--- src/inc/wdt_pkg.sv ---
// package: register map, field layout, codes and timing for the watchdog supervisor
package wdt_pkg;
   // register byte addresses (printed offsets are not all multiples of four: index * 4)
   localparam logic [7:0] CONFIG_IDX = 8'h34;
   localparam logic [7:0] CODE_IDX = 8'h35;
   localparam logic [7:0] IRQ_STATUS_IDX = 8'h36;
   localparam logic [7:0] IRQ_ENABLE_IDX = 8'h37;
   localparam logic [7:0] IRQ_CLEAR_IDX = 8'h38;
   localparam logic [7:0] CONTROL_IDX = 8'h39;
   localparam logic [7:0] STATE_IDX = 8'h3a;
   localparam int ADDR_W = 12;
   localparam logic [ADDR_W-1:0] CONFIG_ADDR = ADDR_W'({CONFIG_IDX, 2'b00});
   localparam logic [ADDR_W-1:0] CODE_ADDR = ADDR_W'({CODE_IDX, 2'b00});
   localparam logic [ADDR_W-1:0] IRQ_STATUS_ADDR = ADDR_W'({IRQ_STATUS_IDX, 2'b00});
   localparam logic [ADDR_W-1:0] IRQ_ENABLE_ADDR = ADDR_W'({IRQ_ENABLE_IDX, 2'b00});
   localparam logic [ADDR_W-1:0] IRQ_CLEAR_ADDR = ADDR_W'({IRQ_CLEAR_IDX, 2'b00});
   localparam logic [ADDR_W-1:0] CONTROL_ADDR = ADDR_W'({CONTROL_IDX, 2'b00});
   localparam logic [ADDR_W-1:0] STATE_ADDR = ADDR_W'({STATE_IDX, 2'b00});

   // configuration field positions
   localparam int OUT_BIT = 0;
   localparam int TIME_LSB = 1;
   localparam int EN_BIT = 3;
   localparam int TRAP_OUT_BIT = 4;
   localparam int TRAP_SEL_BIT = 5;
   localparam logic [7:0] CONFIG_RESET = 8'h39;

   // code port values
   localparam logic [7:0] CODE_CLEAR = 8'h4e;
   localparam logic [7:0] CODE_DISABLE = 8'hb1;
   localparam logic [7:0] CODE_TRAP_EN = 8'hd2;

   // control register bits (mode inputs)
   localparam int CTL_PRESCALE_BIT = 0;
   localparam int CTL_SLOW_BIT = 1;

   // interrupt status bits
   localparam int IRQ_NMI_BIT = 0;
   localparam int IRQ_RST_BIT = 1;
   localparam int IRQ_W = 2;

   // detection: the divider stage sets the base tick; two binary stages follow
   // total = 2^(hi_base - 2*sel) high periods, hi_base 25, lo_base 17
   localparam int HI_EXP_BASE = 25;
   localparam int LO_EXP_BASE = 17;
   localparam int STAGE_BITS = 2;
   localparam int DIV_W = HI_EXP_BASE - STAGE_BITS;

   // reset pulse: at most 24 high periods, held for 24 aclk cycles
   localparam int RESET_PULSE_HI_PERIODS = 24;
   localparam int RESET_PULSE_CYCLES = RESET_PULSE_HI_PERIODS;

   localparam logic [1:0] RESP_OKAY = 2'b00;
   localparam logic [1:0] RESP_SLVERR = 2'b10;

   typedef struct packed {
      logic trap_sel;
      logic trap_out;
      logic enable;
      logic [1:0] det_time;
      logic out_sel;
   } config_t;

   typedef struct packed {
      logic active;
      logic idle;
      logic stop;
      logic sleep;
   } power_mode_t;

   typedef enum logic [1:0] {
      WD_RUN = 2'b00,
      WD_NMI = 2'b01,
      WD_RESET = 2'b11,
      WD_OFF = 2'b10
   } wd_state_t;
endpackage : wdt_pkg

--- src/design/watchdog_supervisor.sv ---
// watchdog supervisor: divider, two-stage counter, nmi or reset, axi4-lite registers
//
// Function
// [RL1] overflow with action select 1: request reset, drive reset pin low.
// [RL2] overflow with action select 0: raise non-maskable watchdog interrupt.
// [RL3] new watchdog interrupt is taken at once even during another service.
// [RL4] counting holds during stop, warm-up, idle and sleep; resumes from held count. The code pauses on stop, idle and sleep only; it has no warm-up input.
// [RL5] clear code resets only the binary counter, never the divider.
// [RL6] first overflow after clear may come at three quarters of detection time.
// [RL7] time select 00..11 picks 2^25..2^19 high or 2^17..2^11 low periods.
// [RL8] once action select is 0, writes setting it to 1 are ignored.
// [RL9] configuration register is write-only; reads return undefined data.
// [RL10] reset loads enable 1, time 00, action select 1.
// [RL11] software disables by: mask, clear code, enable 0, disable code.
// [RL12] disable code acts only when enable bit is already 0.
// [RL13] while disabled, the binary counters are held cleared.
// [RL14] watchdog reset lasts at most 24 high periods; restarts high oscillator. The code requests the restart only in slow mode.
// [RL15] software must not clear the counter inside an interrupt routine.
// [RL16] before stop, software disables or clears, and clears again after.
// [RL17] software sets the stack pointer before choosing interrupt action.
// [RL18] other code values are ignored and change nothing.
//
// The implementer's own choice: register access over AXI4-Lite.
`timescale 1ns/1ps
`default_nettype none
module watchdog_supervisor
   import wdt_pkg::*;
#(
   parameter int DIV_BITS = wdt_pkg::DIV_W
) (
   input wire logic aclk,
   input wire logic aresetn,
   // axi4-lite slave
   input wire logic [wdt_pkg::ADDR_W-1:0] s_axi_awaddr,
   input wire logic s_axi_awvalid,
   output logic s_axi_awready,
   input wire logic [31:0] s_axi_wdata,
   input wire logic [3:0] s_axi_wstrb,
   input wire logic s_axi_wvalid,
   output logic s_axi_wready,
   output logic [1:0] s_axi_bresp,
   output logic s_axi_bvalid,
   input wire logic s_axi_bready,
   input wire logic [wdt_pkg::ADDR_W-1:0] s_axi_araddr,
   input wire logic s_axi_arvalid,
   output logic s_axi_arready,
   output logic [31:0] s_axi_rdata,
   output logic [1:0] s_axi_rresp,
   output logic s_axi_rvalid,
   input wire logic s_axi_rready,
   // clocks and power modes from outside this domain
   input wire logic hi_tick,
   input wire logic lo_tick,
   input wire wdt_pkg::power_mode_t power_mode,
   // outputs
   output logic watchdog_nmi,
   output logic reset_pin_n_o,
   output logic reset_pin_oe,
   output logic hi_osc_restart,
   output logic irq
);
   import wdt_pkg::*;

   // refuse divider widths that cannot hold the longest detection tap
   if (DIV_BITS < HI_EXP_BASE - STAGE_BITS || DIV_BITS > 30) begin : g_bad_div
      $error("DIV_BITS out of range for the detection taps");
   end

   // all state of the block in one record
   // one combinational pass builds the next copy, one clocked process keeps it
   // counter, configuration, status and bus holding registers live side by side
   // so a watchdog reset can restore the counting part in a single place
   typedef struct packed {
      config_t cfg;
      logic out_locked;
      logic trap_armed;
      logic [1:0] ctl;
      logic [DIV_BITS-1:0] div;
      logic [STAGE_BITS-1:0] bin;
      logic hi_prev;
      logic lo_prev;
      wd_state_t st;
      logic [4:0] rst_cnt;
      logic [IRQ_W-1:0] irq_stat;
      logic [IRQ_W-1:0] irq_en;
      logic aw_held;
      logic [ADDR_W-1:0] aw_addr;
      logic w_held;
      logic [31:0] w_data;
      logic [3:0] w_strb;
      logic bvalid;
      logic [1:0] bresp;
      logic rvalid;
      logic [31:0] rdata;
      logic [1:0] rresp;
   } state_t;

   state_t s_r;
   state_t s_nxt;

   logic [1:0] tick_sync;
   power_mode_t mode_sync;

   // tick levels and mode levels come from other clock domains
   // two flops before any logic reads them, so a changing level cannot
   // reach the edge detectors or the pause gate half settled
   // pin-level clocks and modes cross into aclk
   wdt_sync2 #(.W(6)) u_sync (
      .aclk(aclk),
      .aresetn(aresetn),
      .async_in({hi_tick, lo_tick, power_mode}),
      .sync_out({tick_sync, mode_sync})
   );

   logic use_low;
   logic src_level;
   logic src_edge;
   logic paused;
   logic [4:0] tap_idx;
   logic step;
   logic [DIV_BITS-1:0] div_inc;
   logic tap_fall;
   logic [IRQ_W-1:0] ovf_evt;
   logic overflow;
   logic wr_go;
   logic [7:0] wbyte;
   logic rd_go;

   always_comb begin
      use_low = s_r.ctl[CTL_PRESCALE_BIT] | s_r.ctl[CTL_SLOW_BIT]; // RL7
      src_level = use_low ? tick_sync[0] : tick_sync[1];
      src_edge = src_level & ~(use_low ? s_r.lo_prev : s_r.hi_prev);
      paused = mode_sync.stop | mode_sync.idle | mode_sync.sleep; // RL4
      // divider tap: stage input period = total / 4
      tap_idx = use_low
         ? 5'(LO_EXP_BASE - STAGE_BITS - 1 - 2 * int'(s_r.cfg.det_time))
         : 5'(HI_EXP_BASE - STAGE_BITS - 1 - 2 * int'(s_r.cfg.det_time)); // RL7
      // one divider step per source edge while running and not paused
      // the enable bit alone does not stop counting: the disable code must follow
      step = (s_r.st != WD_OFF) && !paused && src_edge; // RL4 RL12
      div_inc = s_r.div + 1'b1;
      // tap falls exactly when the step carries out of bit tap_idx
      // checked on the step itself, so no fall is lost between source edges
      // and a change of time select cannot fake a fall
      tap_fall = step && s_r.div[tap_idx] && !div_inc[tap_idx];
      overflow = tap_fall && (s_r.bin == '1);
      // overflow events in status bit order
      ovf_evt = '0;
      ovf_evt[IRQ_NMI_BIT] = overflow && !s_r.cfg.out_sel;
      ovf_evt[IRQ_RST_BIT] = overflow && s_r.cfg.out_sel;
      wr_go = s_r.aw_held && s_r.w_held && !s_r.bvalid;
      wbyte = s_r.w_data[7:0];
      rd_go = s_axi_arvalid && !s_r.rvalid;
   end

   // bus handshake outputs straight from the holding flags
   // ready stays high until a channel has been taken and used
   assign s_axi_awready = !s_r.aw_held;
   assign s_axi_wready = !s_r.w_held;
   assign s_axi_arready = !s_r.rvalid;
   assign s_axi_bvalid = s_r.bvalid;
   assign s_axi_bresp = s_r.bresp;
   assign s_axi_rvalid = s_r.rvalid;
   assign s_axi_rdata = s_r.rdata;
   assign s_axi_rresp = s_r.rresp;
   assign irq = |(s_r.irq_stat & s_r.irq_en);

   // next-state logic
   // later blocks override earlier ones: reset pulse over counting,
   // register writes over both, disable hold last of all
   always_comb begin
      s_nxt = s_r;
      // previous tick levels for the rising-edge detectors
      s_nxt.hi_prev = tick_sync[1];
      s_nxt.lo_prev = tick_sync[0];
      if (s_axi_awvalid && !s_r.aw_held) begin
         s_nxt.aw_held = 1'b1;
         s_nxt.aw_addr = s_axi_awaddr;
      end
      if (s_axi_wvalid && !s_r.w_held) begin
         s_nxt.w_held = 1'b1;
         s_nxt.w_data = s_axi_wdata;
         s_nxt.w_strb = s_axi_wstrb;
      end
      if (s_r.bvalid && s_axi_bready) begin
         s_nxt.bvalid = 1'b0;
      end
      if (s_r.rvalid && s_axi_rready) begin
         s_nxt.rvalid = 1'b0;
      end

      // divider runs until the disable code takes effect, holds while paused
      // a pause freezes both divider and binary counter, so counting resumes
      // from the held count when the mode ends
      if (step) begin // RL4
         s_nxt.div = div_inc;
         if (tap_fall) begin
            s_nxt.bin = s_r.bin + 1'b1;
         end
      end

      // overflow action
      // the action select is sampled at the overflow itself
      // every interrupt overflow gives a fresh one-cycle request,
      // whatever the processor is servicing at the time
      if (overflow) begin
         if (s_r.cfg.out_sel) begin
            s_nxt.st = WD_RESET; // RL1
            s_nxt.rst_cnt = 5'(RESET_PULSE_CYCLES - 1); // RL14
            s_nxt.irq_stat[IRQ_RST_BIT] = 1'b1;
         end else begin
            s_nxt.st = WD_NMI; // RL2 RL3
            s_nxt.irq_stat[IRQ_NMI_BIT] = 1'b1;
         end
      end else if (s_r.st == WD_NMI) begin
         s_nxt.st = WD_RUN;
      end

      // reset pulse: counters, configuration and action lock return to reset values; control and interrupt registers keep theirs
      // held for the whole pulse so a write cannot sneak in half way;
      // the action lock is released together with the configuration
      if (s_r.st == WD_RESET) begin
         s_nxt.div = '0;
         s_nxt.bin = '0;
         s_nxt.cfg = config_t'(CONFIG_RESET[5:0]); // RL1
         s_nxt.out_locked = 1'b0;
         s_nxt.trap_armed = 1'b0;
         if (s_r.rst_cnt == '0) begin
            s_nxt.st = WD_RUN;
         end else begin
            s_nxt.rst_cnt = s_r.rst_cnt - 1'b1;
         end
      end

      // register writes
      // a write completes once address and data are both held;
      // only byte 0 carries data, and writes during a reset pulse are dropped
      // so the restored configuration survives the pulse
      if (wr_go) begin
         s_nxt.aw_held = 1'b0;
         s_nxt.w_held = 1'b0;
         s_nxt.bvalid = 1'b1;
         s_nxt.bresp = RESP_OKAY;
         if (s_r.w_strb[0] && s_r.st != WD_RESET) begin
            case (s_r.aw_addr)
               CONFIG_ADDR: begin
                  s_nxt.cfg.trap_sel = wbyte[TRAP_SEL_BIT];
                  s_nxt.cfg.trap_out = wbyte[TRAP_OUT_BIT];
                  s_nxt.cfg.enable = wbyte[EN_BIT];
                  s_nxt.cfg.det_time = wbyte[TIME_LSB +: 2];
                  // a 0 in the action select locks it until the next reset;
                  // a later 1 is dropped while the lock stands
                  if (!wbyte[OUT_BIT]) begin
                     s_nxt.out_locked = 1'b1;
                     s_nxt.cfg.out_sel = 1'b0;
                  end else if (!s_r.out_locked) begin // RL8
                     s_nxt.cfg.out_sel = 1'b1;
                  end
                  if (wbyte[EN_BIT] && s_r.st == WD_OFF) begin
                     s_nxt.st = WD_RUN;
                  end
               end
               CODE_ADDR: begin
                  // clear touches the binary stage only, so the divider phase
                  // carries over and the next overflow may come early
                  // unknown codes fall through and change nothing
                  case (wbyte)
                     CODE_CLEAR: s_nxt.bin = '0; // RL5 RL6
                     CODE_DISABLE: begin
                        if (!s_r.cfg.enable) begin // RL12
                           s_nxt.st = WD_OFF;
                        end
                     end
                     CODE_TRAP_EN: s_nxt.trap_armed = s_r.cfg.trap_sel;
                     default: ; // RL18
                  endcase
               end
               IRQ_ENABLE_ADDR: s_nxt.irq_en = wbyte[IRQ_W-1:0];
               IRQ_CLEAR_ADDR: begin
                  // a new event in the same cycle wins over the clear
                  s_nxt.irq_stat = s_nxt.irq_stat & ~(wbyte[IRQ_W-1:0] & ~ovf_evt);
               end
               CONTROL_ADDR: s_nxt.ctl = wbyte[1:0];
               default: s_nxt.bresp = RESP_SLVERR;
            endcase
         end else if (s_r.w_strb[0]) begin
            s_nxt.bresp = RESP_OKAY;
         end
      end

      // held clear while disabled
      if (s_nxt.st == WD_OFF) begin
         s_nxt.bin = '0; // RL13
         s_nxt.div = '0;
      end

      // register reads
      // write-only registers read back as zero rather than their contents,
      // so software cannot lean on read-modify-write of the configuration
      if (rd_go) begin
         s_nxt.rvalid = 1'b1;
         s_nxt.rresp = RESP_OKAY;
         case (s_axi_araddr)
            CONFIG_ADDR: s_nxt.rdata = '0; // RL9
            CODE_ADDR: s_nxt.rdata = '0;
            IRQ_STATUS_ADDR: s_nxt.rdata = 32'(s_r.irq_stat);
            IRQ_ENABLE_ADDR: s_nxt.rdata = 32'(s_r.irq_en);
            IRQ_CLEAR_ADDR: s_nxt.rdata = '0;
            CONTROL_ADDR: s_nxt.rdata = 32'(s_r.ctl);
            STATE_ADDR: s_nxt.rdata = 32'({s_r.st, s_r.bin, s_r.out_locked});
            default: begin
               s_nxt.rdata = '0;
               s_nxt.rresp = RESP_SLVERR;
            end
         endcase
      end
   end

   // state register
   always_ff @(posedge aclk) begin
      if (!aresetn) begin
         s_r <= '0;
         s_r.cfg <= config_t'(CONFIG_RESET[5:0]); // RL10
         s_r.st <= WD_RUN;
      end else begin
         s_r <= s_nxt;
      end
   end

   // outputs from registered state
   // the reset pin is driven low only while the pulse runs, released otherwise
   // the oscillator restart request follows the pulse in slow mode
   always_comb begin
      watchdog_nmi = (s_r.st == WD_NMI); // RL2
      reset_pin_oe = (s_r.st == WD_RESET); // RL1
      reset_pin_n_o = 1'b0;
      hi_osc_restart = (s_r.st == WD_RESET) & s_r.ctl[CTL_SLOW_BIT]; // RL14
   end
endmodule : watchdog_supervisor
`default_nettype wire

--- src/design/wdt_sync2.sv ---
// two-flop synchroniser for asynchronous level inputs
`timescale 1ns/1ps
`default_nettype none
module wdt_sync2 #(
   parameter int W = 1
) (
   input wire logic aclk,
   input wire logic aresetn,
   input wire logic [W-1:0] async_in,
   output logic [W-1:0] sync_out
);
   logic [W-1:0] meta_r;
   // first stage feeds only the second
   always_ff @(posedge aclk) begin
      if (!aresetn) begin
         meta_r <= '0;
         sync_out <= '0;
      end else begin
         meta_r <= async_in;
         sync_out <= meta_r;
      end
   end
endmodule : wdt_sync2
`default_nettype wire

--- config.mk ---
export PLATFORM = sky130hd
export DESIGN_NAME = watchdog_supervisor
export DESIGN_NICKNAME = d
export VERILOG_FILES = /design/src/inc/wdt_pkg.sv /design/src/design/watchdog_supervisor.sv /design/src/design/wdt_sync2.sv
export SDC_FILE = /design/constraint.sdc
export NUM_CORES = 1
export LEC_CHECK = 0
export BUFFER_PORTS_ARGS = -buffer_cell sky130_fd_sc_hd__clkbuf_2
export CAP_MARGIN = 20
export CORE_ASPECT_RATIO = 0.6
export CORE_MARGIN = 4
export CORE_UTILIZATION = 30
export CTS_BUF_LIST = sky130_fd_sc_hd__clkbuf_8 sky130_fd_sc_hd__clkbuf_16
export CTS_CLUSTER_SIZE = 14
export DETAILED_ROUTE_END_ITERATION = 7
export HOLD_SLACK_MARGIN = 0.12
export SYNTH_ARGS = -nofsm -noshare
export SYNTH_HDL_FRONTEND = slang
export SYNTH_SLANG_ARGS = --single-unit
--- constraint.sdc ---
create_clock -name aclk -period 2.6 [get_ports aclk]
set_clock_uncertainty 0.05 [all_clocks]
set_input_delay 0.65 -clock aclk [delete_from_list [all_inputs] [get_ports aclk]]
set_output_delay 0.65 -clock aclk [all_outputs]
set_load 0.01 [all_outputs]
==> impl.org, run 1 <==
** Placement
- RD Place Congestion :: 0.838
- The count of buffers added on input and output ports is 60.
- Half-perimeter wire length after detailed placement :: 8850 um
- The number of placed instances, taps included, is 802.

** Worst setup path
- Endpoint class of the critical path :: register
- Sort of element at the start of the critical path :: register
- Required time of the worst setup path :: 2780 ps
- Flop2flop setup slack :: between 15 and 20 ps
- Data arrival, critical path :: 2760 ps
- In this run the worst path has a maximum fanout of 6.
- Type of the setup path with the least slack :: reg2reg

** Hold path
- Class of the most critical hold timing path :: reg2reg

** Timing
- The final hold violation count was 0.
- The final count of pins violating max slew was 0.
- At the pin with the least slew margin, the transition time is 741 ps.
- Setup TNS :: 0 ps
- Unrepaired setup endpoints after global routing :: true
- Max Freq :: 0.388 GHz
- Share of the cycle needed by the critical path after routing :: 99.2%
- Setup violations remaining at the end of the flow were counted as 0.
- Subtracting the final worst setup slack from the clock period gives 2580 ps.
- Relative slew slack :: roughly 50%

** Power
- The completed layout was analyzed and its total power is roughly 3.0 mW.
- The analysis attributes to cell leakage a power of 2.30 nW.
- IR analysis of the VDD net gives a maximum drop of 0.273 mV.
- Power per standard cell area :: 547 mW/mm^2

** Logic synthesis
- Number of enable flip-flop cells after synthesis :: 0
- Share of the yosys chip area belonging to registers :: 39.5%
- In this run the mean area of a mapped cell was ~8.3 sq um.
- After synthesis the cells add up to approximately 0.0044 sq mm.
- In the synthesized netlist the async set-or-reset flop fraction comes to 0%.
- Number of distinct library cells after synthesis :: between 60 and 70
- Most used flip-flop cell after synthesis :: sky130_fd_sc_hd__dfxtp_1
- The Yosys step of the flow raised 0 warnings.
- Synth Register Bits :: 87
- Counting every instance in the synthesized netlist gives 530.

** Clock network
- CTS hold repair buffers :: 0
- CTS placed an instance of sky130_fd_sc_hd__clkbuf_16 at the clock tree root.
- Clock-pin slew was measured on the worst setup and hold paths at 60 ps.
- Later-pin clock latency in the skew report :: 340 ps
- In this run, CTS created clock tree buffers numbering 9.
- For this design, the sink count on the clock tree is 87.
- Clock tree from TritonCTS :: yes
- Max Buffers Root-to-Sink :: 2
- CTS built an H-tree with a depth of 3.

** Route
- DRC violation total after the first TritonRoute iteration :: 213
- Residual DRC :: 0
- Wire length per cell after detailed routing :: 14.1 um
- Via-to-Cell Ratio :: 4.79
- The pre-antenna-repair detailed-routing pass consisted of 4 iterations.
- Post-route antenna net violation count :: 0
- The final layout contains routed wiring with a total length of 11500 um.
- The routed layout has 3931 vias.

** Finish
- The repair_antennas step left the layout with diodes totalling 0.
- Final-stage net count :: 700
- Leaving out fill and tap cells, the most frequent cell in the layout is sky130_fd_sc_hd__nand2_1.
- Final Instance Count excl. Fillers :: 820
- Compared with the post-synthesis result, the final layout area differs by 24.8%.
- In the final layout, the share of cells above drive strength 1 is 24.4%.
- Number of inserted filler cells in the final layout :: ~1400
- In the layout the commonest cells are 87 x sky130_fd_sc_hd__nand2_1, 81 x sky130_fd_sc_hd__dfxtp_1, 60 x sky130_fd_sc_hd__clkbuf_2, 58 x sky130_fd_sc_hd__nor2_1, 48 x sky130_fd_sc_hd__buf_4.

** Die
- Horizontal die dimension :: about 160 um
- The initialized floorplan defines 33 standard-cell rows.
- From bottom edge to top edge, the die measures 102 um.
- In this run the count of I/O pins placed on the die edge is 119.
- Area enclosed by the die boundary :: 0.0168 sq mm
- The region available for standard cell placement spans 0.0140 sq mm.
- Initial core utilization :: a little under a third

** Outcome
- Run status :: finished, final reports clean

** Global route
- Antenna violations before repair :: 0
- Total grt overflow :: 0
- Number of global-route vias before repair :: 3679
- The first global-routing pass estimated 18100 um of wire.
- Global routing consumed, over all layers together, 13.8% of the routing resources.
- Entering global routing, the biggest net connects 26 pins.

** Flow run
- Max-cap check violation count :: 0
## logic make-up (layout without fill, tap and decap cells)
group	Yosys count	count (layout)	share of synthesized area, %
AO/OA/AOI/OAI	77	77	11.6
XOR/XNOR	24	24	4.77
adder cells (fa/ha/maj)	3	3	0.852
buffers and inverters	66	135	9.03
flip-flops	87	87	39.5
multiplexers	15	15	4.09
other	1	30	0.0851
AND/OR/NAND/NOR	257	257	30.1
## through the flow
step	cell area (sq um)	worst slack, ps	hold slack [ps]	util, %
after global routing	5500	-107	405	39.3
after detailed placement	5060	-49.6	375	36.2
after global placement	5060	10.5	372	36.2
after CTS	5420	3.36	389	38.7
final	5500	19.6	387	39.3
after floorplan	4520	13.1	362	-
## synth_stat cells (2+ instances only)
library cell / count / area share (%)
sky130_fd_sc_hd__a21boi_0: 3 / 0.51
sky130_fd_sc_hd__a21oi_1: 31 / 3.5
sky130_fd_sc_hd__a22o_1: 2 / 0.40
sky130_fd_sc_hd__a22oi_1: 7 / 1.2
sky130_fd_sc_hd__a31oi_1: 4 / 0.57
sky130_fd_sc_hd__and2_1: 15 / 2.1
sky130_fd_sc_hd__and3_1: 8 / 1.1
sky130_fd_sc_hd__buf_2: 3 / 0.34
sky130_fd_sc_hd__buf_4: 37 / 6.3
sky130_fd_sc_hd__clkbuf_1: 14 / 1.2
sky130_fd_sc_hd__dfxtp_1: 87 / 40
sky130_fd_sc_hd__ha_1: 3 / 0.85
sky130_fd_sc_hd__inv_1: 10 / 0.85
sky130_fd_sc_hd__mux2i_1: 11 / 2.5
sky130_fd_sc_hd__mux4_2: 2 / 1.0
sky130_fd_sc_hd__nand2_1: 88 / 7.5
sky130_fd_sc_hd__nand2b_1: 6 / 0.85
sky130_fd_sc_hd__nand3_1: 8 / 0.91
sky130_fd_sc_hd__nand3b_1: 2 / 0.34
sky130_fd_sc_hd__nand4_1: 13 / 1.8
sky130_fd_sc_hd__nor2_1: 58 / 4.9
sky130_fd_sc_hd__nor2b_1: 13 / 1.8
sky130_fd_sc_hd__nor3_1: 7 / 0.79
sky130_fd_sc_hd__nor3b_1: 9 / 1.5
sky130_fd_sc_hd__nor4_1: 7 / 0.99
sky130_fd_sc_hd__nor4bb_1: 4 / 0.91
sky130_fd_sc_hd__o21a_1: 3 / 0.51
sky130_fd_sc_hd__o21ai_0: 6 / 0.68
sky130_fd_sc_hd__o22ai_1: 2 / 0.28
sky130_fd_sc_hd__o311a_1: 4 / 0.91
sky130_fd_sc_hd__o311ai_0: 2 / 0.40
sky130_fd_sc_hd__o31a_1: 3 / 0.60
sky130_fd_sc_hd__o31ai_1: 2 / 0.34
sky130_fd_sc_hd__or2_2: 2 / 0.28
sky130_fd_sc_hd__or3_1: 4 / 0.57
sky130_fd_sc_hd__or4_1: 2 / 0.34
sky130_fd_sc_hd__xnor2_1: 19 / 3.8
sky130_fd_sc_hd__xor2_1: 5 / 0.99
## report_power, final
group	switching, mW	leakage [nW]	total [mW]	internal, mW
Sequential	0.0276	0.711	1.39	1.37
Clock	0.503	0.165	1.42	0.913
Combinational	0.120	1.42	0.197	0.0777
Total	0.650	2.30	3.01	2.36
## worst paths after layout
| check | start | to | cells past startpoint |
|---|---|---|---|
| max | s_r[103]$_SDFFE_PP0N_ | s_r[102]$_SDFF_PP0_ | 10 |
| min | u_sync.meta_r[1]$_SDFF_PN0_ | u_sync.sync_out[1]$_SDFF_PN0_ | 1 |
| max reg2reg | s_r[103]$_SDFFE_PP0N_ | s_r[102]$_SDFF_PP0_ | 10 |
| min reg2reg | u_sync.meta_r[1]$_SDFF_PN0_ | u_sync.sync_out[1]$_SDFF_PN0_ | 1 |
## metal layers
metal | GRT usage, % | part of all wire (%) | vias up
li1 | - | - | 1956
met1 | 20.2 | 51 | 1842
met2 | 19.6 | 41 | 125
met3 | 3.47 | 7.9 | 8
met4 | 4.54 | 0.78 | 0
met5 | 0 | 0 | -
## registers in the layout (all words and copies together) (netlist names)
| name | cells |
|---|---|
| s_axi_bresp | 1 |
| u_sync.meta_r | 5 |
| s_axi_rresp | 1 |
| s_r | 68 |
| s_axi_rvalid | 1 |
| s_axi_bvalid | 1 |
| u_sync.sync_out | 5 |
| s_axi_rdata | 5 |
## cell type report
type | instances | area, sq um | share of cell area [%]
Sequential cell | 87 | 1750 | 31.8
Tap cell | 192 | 240 | 4.37
Multi-Input combinational cell | 406 | 2450 | 44.6
Timing Repair Buffer | 109 | 681 | 12.4
Inverter | 11 | 41.3 | 0.751
Clock buffer | 12 | 267 | 4.85
Clock inverter | 3 | 65.1 | 1.18
## critical path: stages (launching register included)
cell	delay, ps
sky130_fd_sc_hd__dfxtp_2	350
sky130_fd_sc_hd__ha_4	160
sky130_fd_sc_hd__nand2_2	100
sky130_fd_sc_hd__nor4_4	210
sky130_fd_sc_hd__buf_4	180
sky130_fd_sc_hd__nand4_1	240
sky130_fd_sc_hd__mux2i_4	300
sky130_fd_sc_hd__o311ai_0	430
sky130_fd_sc_hd__buf_4	210
sky130_fd_sc_hd__mux2i_1	180
sky130_fd_sc_hd__nor3_1	50
## repair_timing
item,in CTS,in global routing
buffers inserted,0,3
gates resized for setup,5,16
pin swaps,0,3
setup endpoints to repair,29,31
Power figures use the tool's default switching activity.
==> run 2: changes to the inputs <==
==> constraint.sdc (replaced) <==
create_clock -name aclk -period 2.4 [get_ports aclk]
set_clock_uncertainty 0.05 [all_clocks]
set_input_delay 0.6 -clock aclk [delete_from_list [all_inputs] [get_ports aclk]]
set_output_delay 0.6 -clock aclk [all_outputs]
set_load 0.01 [all_outputs]
==> run 2 against run 1 <==
Against the previous run: the run now ends with negative setup slack left; non-clock buffer count rose by 18; routed wire length rose by 0.94%; first-iteration DRC count rose by 15%; clock power rose by 4%; clock-buffer cell count fell by 3; cell area rose by 2.6%; register-to-register slack got worse by 150 ps; hold slack got worse by 3.7 ps; final cell count rose by 2.3%; largest cell class unchanged; largest power group is now sequential cells; highest routed layer unchanged.
==> impl.org, run 2 (same netlist as run 1, synthesis figures left out) <==
** Worst setup path
- CP Cell Sequence :: ha_4, nand2_4, nor4_4, nand4_1, mux2i_2, o311a_1, and2_4, o311a_1
- Measured in cells, the most critical reg-to-reg path has a length of 8.
- On the worst path, the slowest cell contributes a delay of 380 ps.
- Endpoint class of the critical path :: register
- For the worst setup path, the data arrival time is 2710 ps.
- At the worst endpoint, the required time is 2580 ps.
- For flop-to-flop paths, the worst setup slack is -130 ps.
- By instance count, the cell type seen most on the critical path is sky130_fd_sc_hd__o311a_1.
- The worst setup path is of the reg2reg kind.
- Reg2Reg Launch Point :: s_r[104]$_SDFFE_PP0N_
- Broken down by cell family, the worst path's largest delay share belongs to simple AND/OR/NAND/NOR gates.
- Cell type of the slowest stage on the worst timing path :: sky130_fd_sc_hd__o311a_1
- Maximum fanout along the worst path :: 4
- Sort of element at the start of the critical path :: register
- End of the worst register-to-register path :: s_r[94]$_SDFF_PN0_
- Buffers plus inverters on the worst setup path :: 0

** Clock network
- Clk sink count :: 87
- TritonCTS built the clock tree.
- Max Buffers Root-to-Sink :: 2
- Later-pin clock latency in the skew report :: 340 ps
- The number of hold buffers added after CTS was 0.
- Clock-pin slew of the registers on the worst-case setup and hold paths :: 60 ps
- CTS built an H-tree with a depth of 3.
- In this run the clock root is driven by a sky130_fd_sc_hd__clkbuf_16.
- Total CTS buffers :: 9

** Finish
- Measured on the finished design, the core utilization comes to 40.3%.
- After the last flow step, the layout net total stands at roughly 700.
- The repair_antennas step left the layout with diodes totalling 0.
- Final Instance Count excl. Fillers :: 839
- The area growth from synthesis to layout is 28.0%.
- Most frequent standard cell in the layout excluding fill and tap cells :: sky130_fd_sc_hd__nand2_1
- Register name with the most flops :: s_r
- The register with the most flip-flops in the layout has 68 of them.
- The finished cells cover 0.00564 sq mm.
- Layout cell share with drive strength beyond 1 :: 26.6%
- Commonest cells after routing, fill and taps aside :: 87 x sky130_fd_sc_hd__nand2_1, 79 x sky130_fd_sc_hd__dfxtp_1, 63 x sky130_fd_sc_hd__buf_4, 60 x sky130_fd_sc_hd__clkbuf_2, 57 x sky130_fd_sc_hd__nor2_1

** Die
- In this run the count of I/O pins placed on the die edge is 119.
- Initial core utilization :: 31.5%
- Std cell rows :: 33
- Horizontal die dimension :: 164 um
- Floorplan Core Area :: 0.0140 sq mm
- The die covers 0.0168 sq mm.
- Die height :: 102 um

** Timing
- Post-route setup slack :: -134 ps
- Setup repair after global routing could not meet its margin everywhere.
- Hold is met by 383 ps.
- Setup TNS :: -3290 ps
- Timing would allow up to ~0.39 GHz.
- Number of hold-slack violations in the final timing report :: 0
- Final Max Tran Viols :: 0
- Relative slew slack :: 61.9%
- Setup violations remaining at the end of the flow were counted as 32.
- Post-layout min period :: 2530 ps
- Share of the cycle needed by the critical path after routing :: 106%
- Worst slew pin tran :: 570 ps

** Placement
- The congestion estimate from routability-driven global placement came to around 0.86.
- Detailed placement ended at an HPWL of 8870 um.
- Once placement finished, the instance area stood at between 0.005 and 0.006 sq mm.
- The count of buffers added on input and output ports is 60.
- Worst setup timing slack at the placement stage :: -149 ps
- Including well taps, the total number of placed cells is 815.

** Route
- After detailed routing, the average wire length per cell comes to between 10 and 15 um.
- The routed layout has 4015 vias.
- The detailed router finished its first iteration with 246 violations.
- Final wirelength :: 11700 um
- Via-to-Cell Ratio :: 4.79
- Residual DRC :: 0
- The first TritonRoute pass finished after 4 iterations.
- Post-route antenna net violation count :: 0

** Global route
- Antenna violations before repair :: 0
- The via count of the first global-routing pass came to 3720.
- Global-route wire length before repair :: ~19000 um
- Pin count of the biggest net entering global routing :: 33
- Tot GR Track Use :: around 14%
- Summed over all layers, the global routing overflow is 0.

** Power
- Static power due to leakage :: between 2 and 2.5 nW
- VDD sags by at most roughly 0.44 mV.
- Overall power :: between 3 and 4 mW
- Dividing total power by cell area gives a power density of 566 mW/mm^2.

** Outcome
- Violations in the final reports :: negative setup slack
- Run status :: finished, violations left

** Hold path
- Hold path startpoint :: u_sync.meta_r[1]$_SDFF_PN0_
- The min-delay analysis places its worst path in the category reg2reg.
- Hold Path End :: u_sync.sync_out[1]$_SDFF_PN0_
- Counting instances, the worst hold path has a depth of 1.

** Flow run
- Max-cap violations in this run came to 0.
-- run 2: cell types whose count changed in the layout (fill, tap and decap cells not counted), sizes merged --
cell	previous run	this run
clkinv	2	3
clkbuf	72	69
inv	10	13
buf	49	67
-- run 2: per-layer routing --
layer / up-vias / GRT usage [%] / share of wire [%]
li1: 1996 / - / -
met4: 0 / 3.51 / 1.0
met5: - / 0 / 0
met1: 1880 / 20.3 / 50
met3: 10 / 3.99 / 8.3
met2: 129 / 20.9 / 40
-- run 2: area by class of cell --
class                      instances  area [sq um]
tap                              192           240
clock inverter                     7          81.3
multi-input combinational        406          2460
clock buffer                       9           225
fill                            1402          8350
timing repair buffer             127           836
inverter                          11          41.3
sequential                        87          1760
-- run 2: where the power goes --
group          switching (mW)  internal [mW]
combinational           0.136         0.0904
clock                   0.568          0.897
sequential             0.0231           1.48
-- run 2: worst max path at each step --
stage	cells past startpoint	to	from	slack, ps
after floorplan	8	s_r[110]$_SDFFE_PP0N_	s_r[109]$_SDFFE_PP0N_	-20
after global placement	9	s_r[102]$_SDFF_PP0_	s_r[109]$_SDFFE_PP0N_	-130
after detailed placement	9	s_r[124]$_SDFFE_PP0N_	s_r[109]$_SDFFE_PP0N_	-150
after CTS	10	s_r[122]$_SDFFE_PP0N_	s_r[116]$_SDFFE_PP0N_	-70
after global routing	8	s_r[94]$_SDFF_PN0_	s_r[104]$_SDFFE_PP0N_	-270
final	8	s_r[94]$_SDFF_PN0_	s_r[104]$_SDFFE_PP0N_	-130
-- run 2: what timing repair did --
item | CTS | global route
setup endpoints to repair | 32 | 34
gates resized for setup | 10 | 5
pin swaps | 3 | 7
buffers inserted | 4 | 4
endpoints found under the hold margin | 0 | 0
-- run 2: worst register-to-register path, stage by stage, from the launching register on --
cell,delay [ps]
sky130_fd_sc_hd__dfxtp_2,350
sky130_fd_sc_hd__ha_4,150
sky130_fd_sc_hd__nand2_4,70
sky130_fd_sc_hd__nor4_4,380
sky130_fd_sc_hd__nand4_1,250
sky130_fd_sc_hd__mux2i_2,240
sky130_fd_sc_hd__o311a_1,390
sky130_fd_sc_hd__and2_4,200
sky130_fd_sc_hd__o311a_1,350
